**src/tsc_pkg.sv**
```systemverilog
// Overview of operation
// - Result low byte holds bits 7:0
// - High byte bits 3:0, bits 7:4 zero
// - Channels 2,3 meaningful on four-channel variant only
// - Full-reset bit resets every register to default
// - Operation resumes only after chip-ready reads 1
// - Config-hold bit stops conversions, keeps settings
// - Enable bits 7:4 select low-power channels
// - Low-power needs ordinary enable bit too
// - Enable bits 3:0 enable channels, reset 1
// - Two-channel variant: bits 3:0 read zero
// - Channels 0,1 results at 0x02-0x05
package tsc_pkg;
  // Register offsets
  localparam logic [7:0] TSC_OFF_CH0_LO = 8'h02;
  localparam logic [7:0] TSC_OFF_CH0_HI = 8'h03;
  localparam logic [7:0] TSC_OFF_CH1_LO = 8'h04;
  localparam logic [7:0] TSC_OFF_CH1_HI = 8'h05;
  localparam logic [7:0] TSC_OFF_CH2_LO = 8'h06;
  localparam logic [7:0] TSC_OFF_CH2_HI = 8'h07;
  localparam logic [7:0] TSC_OFF_CH3_LO = 8'h08;
  localparam logic [7:0] TSC_OFF_CH3_HI = 8'h09;
  localparam logic [7:0] TSC_OFF_RESET = 8'h0A;
  localparam logic [7:0] TSC_OFF_ENABLE = 8'h0C;
  localparam logic [7:0] TSC_OFF_STATUS = 8'h00;
  // Field positions
  localparam int TSC_BIT_FULL_RESET = 4;
  localparam int TSC_BIT_CFG_HOLD = 0;
  localparam int TSC_BIT_CHIP_READY = 0;
  // Reset values
  localparam logic [7:0] TSC_RST_RESET = 8'h00;
  localparam logic [7:0] TSC_RST_ENABLE = 8'h1F;
  localparam logic [11:0] TSC_RST_RESULT = 12'h000;
  // Settling time after a full reset before chip-ready
  localparam int TSC_READY_NS = 1000;
  localparam int TSC_CLK_MHZ = 200;
  localparam int TSC_READY_CYC = (TSC_READY_NS * TSC_CLK_MHZ + 999) / 1000;
  // Number of channels
  localparam int TSC_NCH = 4;
  // Register port request
  typedef struct packed {
    logic wr;
    logic rd;
    logic [7:0] addr;
    logic [7:0] wdata;
  } tsc_req_t;
  // Conversion result from the sensing core
  typedef struct packed {
    logic valid;
    logic [11:0] value;
  } tsc_conv_t;
endpackage

```
**src/tsc_regs.sv**
```systemverilog
`timescale 1ns/1ps
// Touch sensor control register bank
module tsc_regs
  import tsc_pkg::*;
#(
  parameter bit FOUR_CH = 1'b1, // Four-channel variant when set
  parameter int READY_CYCLES = TSC_READY_CYC
) (
  input wire logic REF_CLK_IN,
  input wire logic RSTN_IN,
  input wire logic [7:0] ADDR_IN,
  input wire logic [7:0] WDATA_IN,
  input wire logic WR_IN,
  input wire logic RD_IN,
  input wire tsc_conv_t CONV0_IN,
  input wire tsc_conv_t CONV1_IN,
  input wire tsc_conv_t CONV2_IN,
  input wire tsc_conv_t CONV3_IN,
  output logic [7:0] RDATA_OUT,
  output logic [3:0] CHAN_ACTIVE_OUT,
  output logic [3:0] CHAN_LOWPWR_OUT,
  output logic CONVERT_EN_OUT,
  output logic CHIP_READY_OUT
);
  tsc_req_t req; // Bundled bus request
  logic [7:0] reset_ctl_q; // Reset/configuration register
  logic [7:0] reset_ctl_d;
  logic [7:0] enable_q; // Channel enable register
  logic [7:0] enable_d;
  logic [7:0] rdata_q; // Read data, valid one cycle after strobe
  logic [7:0] rdata_d;
  logic full_reset_q; // Full reset pulse in progress
  logic chip_ready; // Timer says chip ready
  logic wr_reset; // Write to reset register
  logic wr_enable; // Write to enable register
  logic hold; // Configuration hold
  logic [3:0] chan_en; // Effective channel enables
  logic [3:0] accept; // Per-channel conversion accept
  logic [11:0] res [TSC_NCH]; // Held results
  tsc_conv_t conv [TSC_NCH]; // Conversion inputs as array
  logic [7:0] enable_rd; // Readback of enable register

  assign req = '{wr: WR_IN, rd: RD_IN, addr: ADDR_IN, wdata: WDATA_IN};
  assign conv[0] = CONV0_IN;
  assign conv[1] = CONV1_IN;
  assign conv[2] = CONV2_IN;
  assign conv[3] = CONV3_IN;

  // Write decode
  assign wr_reset = req.wr && (req.addr == TSC_OFF_RESET);
  assign wr_enable = req.wr && (req.addr == TSC_OFF_ENABLE);

  // Full reset returns all registers to default; the bit self-clears
  assign reset_ctl_d = full_reset_q ? TSC_RST_RESET :
                       wr_reset ? req.wdata : reset_ctl_q;
  assign enable_d = full_reset_q ? TSC_RST_ENABLE :
                    wr_enable ? req.wdata : enable_q;

  // Control registers
  always_ff @(posedge REF_CLK_IN or negedge RSTN_IN) begin
    if (!RSTN_IN) begin
      reset_ctl_q <= TSC_RST_RESET;
      enable_q <= TSC_RST_ENABLE;
      full_reset_q <= 1'b0;
    end else begin
      reset_ctl_q <= reset_ctl_d;
      enable_q <= enable_d;
      // One-cycle internal reset pulse from the written bit
      full_reset_q <= wr_reset && req.wdata[TSC_BIT_FULL_RESET];
    end
  end

  // Chip-ready timer restarted by full reset
  tsc_ready_timer #(
    .CYCLES(READY_CYCLES)
  ) u_ready (
    .clk_in(REF_CLK_IN),
    .rstn_in(RSTN_IN),
    .start_in(full_reset_q),
    .ready_out(chip_ready)
  );

  // Hold bit stops conversions, registers untouched
  assign hold = reset_ctl_q[TSC_BIT_CFG_HOLD];
  // Two-channel variant keeps channels 0,1 always on, 2,3 off
  assign chan_en = FOUR_CH ? enable_q[3:0] : 4'h3;
  // Low-power only where ordinary enable is also set
  assign CHAN_LOWPWR_OUT = enable_q[7:4] & chan_en;
  assign CHAN_ACTIVE_OUT = chan_en;
  // Conversions run only when ready and not held
  assign CONVERT_EN_OUT = chip_ready && !hold && !full_reset_q;
  assign CHIP_READY_OUT = chip_ready;
  assign accept = chan_en & {4{CONVERT_EN_OUT}};

  // Result holders, one per channel
  genvar g;
  generate
    for (g = 0; g < TSC_NCH; g++) begin : g_res
      tsc_result_reg u_res (
        .clk_in(REF_CLK_IN),
        .rstn_in(RSTN_IN),
        .clear_in(full_reset_q),
        .accept_in(accept[g]),
        .conv_in(conv[g]),
        .result_out(res[g])
      );
    end
  endgenerate

  // Enable readback: reserved bits read zero on two-channel variant
  assign enable_rd = FOUR_CH ? enable_q : {enable_q[7:4], 4'h0};

  // Read mux; unmapped offsets read zero
  always_comb begin
    rdata_d = 8'h00;
    case (req.addr)
      TSC_OFF_STATUS: rdata_d = {7'h00, chip_ready};
      TSC_OFF_CH0_LO: rdata_d = res[0][7:0];
      TSC_OFF_CH0_HI: rdata_d = {4'h0, res[0][11:8]};
      TSC_OFF_CH1_LO: rdata_d = res[1][7:0];
      TSC_OFF_CH1_HI: rdata_d = {4'h0, res[1][11:8]};
      TSC_OFF_CH2_LO: rdata_d = res[2][7:0];
      TSC_OFF_CH2_HI: rdata_d = {4'h0, res[2][11:8]};
      TSC_OFF_CH3_LO: rdata_d = res[3][7:0];
      TSC_OFF_CH3_HI: rdata_d = {4'h0, res[3][11:8]};
      TSC_OFF_RESET: rdata_d = reset_ctl_q;
      TSC_OFF_ENABLE: rdata_d = enable_rd;
      default: rdata_d = 8'h00;
    endcase
    if (!req.rd) begin
      rdata_d = 8'h00;
    end
  end

  // Read data register
  always_ff @(posedge REF_CLK_IN or negedge RSTN_IN) begin
    if (!RSTN_IN) begin
      rdata_q <= 8'h00;
    end else begin
      rdata_q <= rdata_d;
    end
  end
  assign RDATA_OUT = rdata_q;

  // Assertions
  a_hi_reserved: assert property (@(posedge REF_CLK_IN) disable iff (!RSTN_IN)
    (RD_IN && ADDR_IN == TSC_OFF_CH2_HI) |=> RDATA_OUT[7:4] == 4'h0)
    else $error("High byte reserved bits nonzero");
  a_lo_byte: assert property (@(posedge REF_CLK_IN) disable iff (!RSTN_IN)
    (RD_IN && ADDR_IN == TSC_OFF_CH3_LO) |=> RDATA_OUT == $past(res[3][7:0]))
    else $error("Low byte mismatch");
  a_full_reset: assert property (@(posedge REF_CLK_IN) disable iff (!RSTN_IN)
    (WR_IN && ADDR_IN == TSC_OFF_RESET && WDATA_IN[TSC_BIT_FULL_RESET]) |=> ##1
    (enable_q == TSC_RST_ENABLE && reset_ctl_q == TSC_RST_RESET))
    else $error("Full reset did not restore defaults");
  a_ready_gate: assert property (@(posedge REF_CLK_IN) disable iff (!RSTN_IN)
    !CHIP_READY_OUT |-> !CONVERT_EN_OUT)
    else $error("Conversion while not ready");
  a_hold_stops: assert property (@(posedge REF_CLK_IN) disable iff (!RSTN_IN)
    hold |-> (accept == 4'h0))
    else $error("Conversion accepted during hold");
  a_lowpwr_needs: assert property (@(posedge REF_CLK_IN) disable iff (!RSTN_IN)
    (CHAN_LOWPWR_OUT & ~CHAN_ACTIVE_OUT) == 4'h0)
    else $error("Low power without enable");
  a_lowpwr_sel: assert property (@(posedge REF_CLK_IN) disable iff (!RSTN_IN)
    (WR_IN && ADDR_IN == TSC_OFF_ENABLE) |=> enable_q[7:4] == $past(WDATA_IN[7:4]))
    else $error("Low power select not stored");
  a_enable_store: assert property (@(posedge REF_CLK_IN) disable iff (!RSTN_IN)
    (FOUR_CH && WR_IN && ADDR_IN == TSC_OFF_ENABLE) |=> CHAN_ACTIVE_OUT == $past(WDATA_IN[3:0]))
    else $error("Enable not applied");
  a_two_ch_read: assert property (@(posedge REF_CLK_IN) disable iff (!RSTN_IN)
    (!FOUR_CH && RD_IN && ADDR_IN == TSC_OFF_ENABLE) |=> RDATA_OUT[3:0] == 4'h0)
    else $error("Reserved enable bits nonzero");
  a_disabled_hold: assert property (@(posedge REF_CLK_IN) disable iff (!RSTN_IN)
    (!chan_en[2] && !full_reset_q) |=> $stable(res[2]))
    else $error("Disabled channel result changed");
  c_full_reset: cover property (@(posedge REF_CLK_IN) full_reset_q ##[1:300] chip_ready);
  c_hold: cover property (@(posedge REF_CLK_IN) hold ##1 !hold);
  c_conv: cover property (@(posedge REF_CLK_IN) accept[3] && CONV3_IN.valid);
endmodule // tsc_regs

```
**src/tsc_result_reg.sv**
```systemverilog
`timescale 1ns/1ps
// One channel result holder
module tsc_result_reg
  import tsc_pkg::*;
(
  input wire logic clk_in,
  input wire logic rstn_in,
  input wire logic clear_in,
  input wire logic accept_in,
  input wire tsc_conv_t conv_in,
  output logic [11:0] result_out
);
  logic [11:0] result_q; // Held result
  logic [11:0] result_d; // Next result
  // Clear on clear_in, else update on accepted valid conversions, else keep
  assign result_d = clear_in ? TSC_RST_RESULT :
                    (accept_in && conv_in.valid) ? conv_in.value : result_q;
  // Result flop
  always_ff @(posedge clk_in or negedge rstn_in) begin
    if (!rstn_in) begin
      result_q <= TSC_RST_RESULT;
    end else begin
      result_q <= result_d;
    end
  end
  assign result_out = result_q;
  a_result_hold: assert property (@(posedge clk_in) disable iff (!rstn_in)
    (!clear_in && !(accept_in && conv_in.valid)) |=> $stable(result_q))
    else $error("Result changed without accepted conversion");
endmodule // tsc_result_reg

```
**src/tsc_ready_timer.sv**
```systemverilog
`timescale 1ns/1ps
// Chip-ready timer after full reset
module tsc_ready_timer
  import tsc_pkg::*;
#(
  parameter int CYCLES = TSC_READY_CYC
) (
  input wire logic clk_in,
  input wire logic rstn_in,
  input wire logic start_in,
  output logic ready_out
);
  logic [15:0] cnt_q; // Remaining cycles
  logic [15:0] cnt_d; // Next count
  assign cnt_d = start_in ? 16'(CYCLES) :
                 (cnt_q != 16'h0000) ? cnt_q - 16'h0001 : cnt_q;
  // Countdown, also running after power-up
  always_ff @(posedge clk_in or negedge rstn_in) begin
    if (!rstn_in) begin
      cnt_q <= 16'(CYCLES);
    end else begin
      cnt_q <= cnt_d;
    end
  end
  assign ready_out = (cnt_q == 16'h0000);
endmodule // tsc_ready_timer

```
**config.mk**
```make
export PLATFORM = sky130hd
export DESIGN_NAME = tsc_regs
export DESIGN_NICKNAME = d
export VERILOG_FILES = /design/src/tsc_pkg.sv /design/src/tsc_regs.sv /design/src/tsc_result_reg.sv /design/src/tsc_ready_timer.sv
export SDC_FILE = /design/constraint.sdc
export NUM_CORES = 1
export LEC_CHECK = 0
export BUFFER_PORTS_ARGS = -buffer_cell sky130_fd_sc_hd__buf_2
export CAP_MARGIN = 10
export CORE_ASPECT_RATIO = 1.25
export CORE_MARGIN = 4
export CORE_UTILIZATION = 56
export CTS_CLUSTER_DIAMETER = 150
export DETAILED_ROUTE_END_ITERATION = 10
export HOLD_SLACK_MARGIN = 0.08
export PLACE_DENSITY = 0.81
export SLEW_MARGIN = 10
export SYNTH_ARGS = -nofsm -noshare
export SYNTH_HDL_FRONTEND = slang
export SYNTH_SLANG_ARGS = --single-unit
```
**constraint.sdc**
```tcl
create_clock -name REF_CLK_IN -period 2.8 [get_ports REF_CLK_IN]
set_input_delay 0.84 -clock REF_CLK_IN [delete_from_list [all_inputs] [get_ports REF_CLK_IN]]
set_output_delay 0.84 -clock REF_CLK_IN [all_outputs]
set_load 0.02 [all_outputs]
```
==> results.cfg <==
[cells_and_area]
antenna-diode-count = 0
fillerInstances = 632
most-common-layout-cells = 87 x buf_2, 80 x dfrtp_1, 76 x nand2_1, 53 x o21ai_0, 52 x nand2b_1
sequential_cell_area_um2 = 2240
final_core_util_pct = 68.5
multi_input_area_um2 = 2230
drive_above_1_share_pct = 27.0
design.final.nets = 659
mostFrequentLayoutCell = buf_2
syn_to_final_growth_pct = 16.9

[cts]
clk_transition_reported_paths_ns = 0.08
numClockSinks = 89
cts_hold_repair.buffers = 0
cts-root-buf = clkbuf_8
clockBufferDepth = 2
insertion_delay_ns = 0.36
cts_buffers = 9
cts_tree = built
ctsHtreeMaxLevel = 3

[synth]
synth_ff_type = dfrtp_1
yosys_register_bits = 89
synthesis.instances = 495
synth_mux_area_share_pct = 4.61
synth_area_um2 = 4640
yosysSeqAreaShare_pct = 48.2
synth-adder-area-share_pct = 0.755
synth-async-reset-ratio_pct = 100
synth-edff-count = 0
synth.net_count = 569
share_of_the_synthesized_area_in_compound_gates_ao_oa_aoi_oai_pct = 13.8
ys_types = 51
main_combinational_cell_family_by_area_after_synthesis = simple AND/OR/NAND/NOR gates
synth_simple_gate_area_share_pct = 26.1
yosysWarningCount = 0
xor_and_xnor_area_share_after_synthesis_pct = 2.26
syn_area_per_cell_um2 = 9.38

[floorplan]
floorplan.die.width_um = 89.4
initial_core_util_pct = 58.6
i_o_pin_total = 90
core_region_area_um2 = 7930
dieArea_um2 = 9820
placement_rows = 36
die-height_um = 110

[routing]
ant_nets = 0
drt_iter0_drc = 367
m1WireLength_um = 4750
route.detailed.vias_per_inst = 5.81
vias = 3972
routed_wl_um = 12200
detailroute.wirelength.met2_um = 6340
route.detailed.drc = 0
highest_metal_layer_with_signal_wires = met4
wl_per_cell_um = 17.8
route.met3.wl_um = 653
detailedRoute.firstPassIterationCount = 5

[setup_path]
critical_path.max_fanout = 3
cp_data_arrival_time_ns = 2.00
required_ns = 1.96
endpoint_kind = output port
path_class = reg2out
start_kind = flop

[timing]
rsz0062_at_grt = true
fmax_ghz = 0.352
timing.slew.headroom_pct = 43.2
final_setup_margin_ns = -0.0400
slew_viol_final = 0
timing.final.setup_violations = 1
finalClockSkew_ns = 0.0114
post-route-period-util_pct = 101
tightest_slew_ns = 0.830
min_period_ns = 2.84
hold_viol = 0

[grt]
grt_antenna_before_repair = 0
globalRoute.totalOverflow = 0
grt_pass1_wl_um = 19400
grt_usage_pct = 26.1
grt_start_max_net_pins = 45
first_global_vias = 3975

[placement]
globalplace.congestion = 0.963
port_buffers = 89
dp_worst_setup_slack_ns = 0.104
dp.final_hpwl_um = 9070

[status]
failing_checks = negative setup slack
status = complete, but fails checks

[run]
max_cap_viols = 0

[pwr]
power.density_cell_area_nw_per_um2 = 563
p_leak_nw = 2.43
vdd_drop_max_v = 0.000474

[hold_path]
timing.hold.worst.class = in2async
[path summary, 6_finish.rpt]
kind	slack, ns	cells past startpoint	start	endpoint
max	-0.04	5	u_ready.cnt_q[6]	CONVERT_EN_OUT
min	0.43	1	RSTN_IN	g_res[1].u_res.result_out[2]
max reg2reg	0.53	7	u_ready.cnt_q[4]	g_res[2].u_res.result_out[3]
min reg2reg	0.54	2	reset_ctl_q[1]	reset_ctl_q[1]
max in group asynchronous	1.75	2	RSTN_IN	u_ready.cnt_q[7]
min in group REF_CLK_IN	0.54	2	reset_ctl_q[1]	reset_ctl_q[1]
[report_power, final]
part,internal (W),switching (W),total (W)
registers,0.00148,0.000192,0.00167
clock network,0.000343,0.000425,0.000767
logic,0.000291,0.000331,0.000622
total,0.00211,0.000948,0.00306
[synth_stat cells, drive strengths merged (2+ instances only)]
library cell   n  area, um2
xor2          10       87.6
a22o           3       26.3
nand2         76        285
nand3         10       50.1
nor4           8        116
nand2b        52        325
a21oi         19       95.1
nor4b          2       23.8
a31oi          9       56.3
and3           5       31.3
nor3           7       40.0
and2           5       31.3
nand3b         4       30.0
mux2          11        124
nor3b          4       41.3
buf           15       87.6
dfrtp         81       2030
o21ai         53        265
dfstp          8        210
xnor2          2       17.5
clkbuf        20       75.1
nand4b         2       17.5
a32oi          3       26.3
nor2          31        116
and4           2       17.5
ha             2       25.0
mux2i          9       90.1
or4            2       15.0
a22oi          6       45.0
inv            9       33.8
nor2b          4       25.0
a2111oi        2       23.8
a211o          5       43.8
nand4          5       37.5
[kinds of logic after synthesis]
logic type,Yosys count
mux,20
flops,89
xor+xnor,12
fa+ha+maj,3
compound gates,107
buf+inv,44
simple gates,220
[critical path: stages (launching register included)]
cell and delay [ns]:
dfstp_2 0.39, or4_4 0.57, nor2_4 0.10, and4_1 0.20, nor3b_2 0.20, buf_4 0.17
[final cells by class]
| class | count | share of cell area (%) |
|---|---|---|
| flip-flops and latches | 89 | 41.2 |
| multi-input cells | 362 | 41.1 |
| repair buffers | 114 | 12.0 |
| clock buffers | 14 | 2.81 |
| well taps | 95 | 2.19 |
| inverters | 9 | 0.622 |
| clock inverters | 1 | 0.0922 |
[timing repair]
action / in CTS / in global routing
endpoints found under the setup margin: 1 / 2
gates cloned: 0 / 0
setup buffers: 3 / 0
resized for setup: 4 / 2
pin swaps: 1 / 1
[per-layer routing]
layer | vias to the layer above | track usage, %
met3 | 32 | 4.05
met1 | 1927 | 31.8
li1 | 1883 | -
met5 | - | 0
met4 | 0 | 13.1
met2 | 130 | 44.2
[sequential cells by signal (all words and copies together), names as in the netlist]
register,count
full_reset_q,1
RDATA_OUT,8
enable_q,8
g_res.u_res.result_out,48
u_ready.cnt_q,16
reset_ctl_q,8
[through the flow]
step	power, W	TNS [ns]	instance area [um2]	hold WS (ns)	cells
floorplan	0.00202	0	4640	0.493	495
global placement	0.00224	0	5230	0.507	666
detailed placement	0.00227	0	5230	0.518	666
CTS	0.00306	-0.0380	5420	0.433	684
global route	0.00324	-0.0994	5430	0.450	684
finish	0.00306	-0.0400	5430	0.429	684
Power figures use the tool's default switching activity.
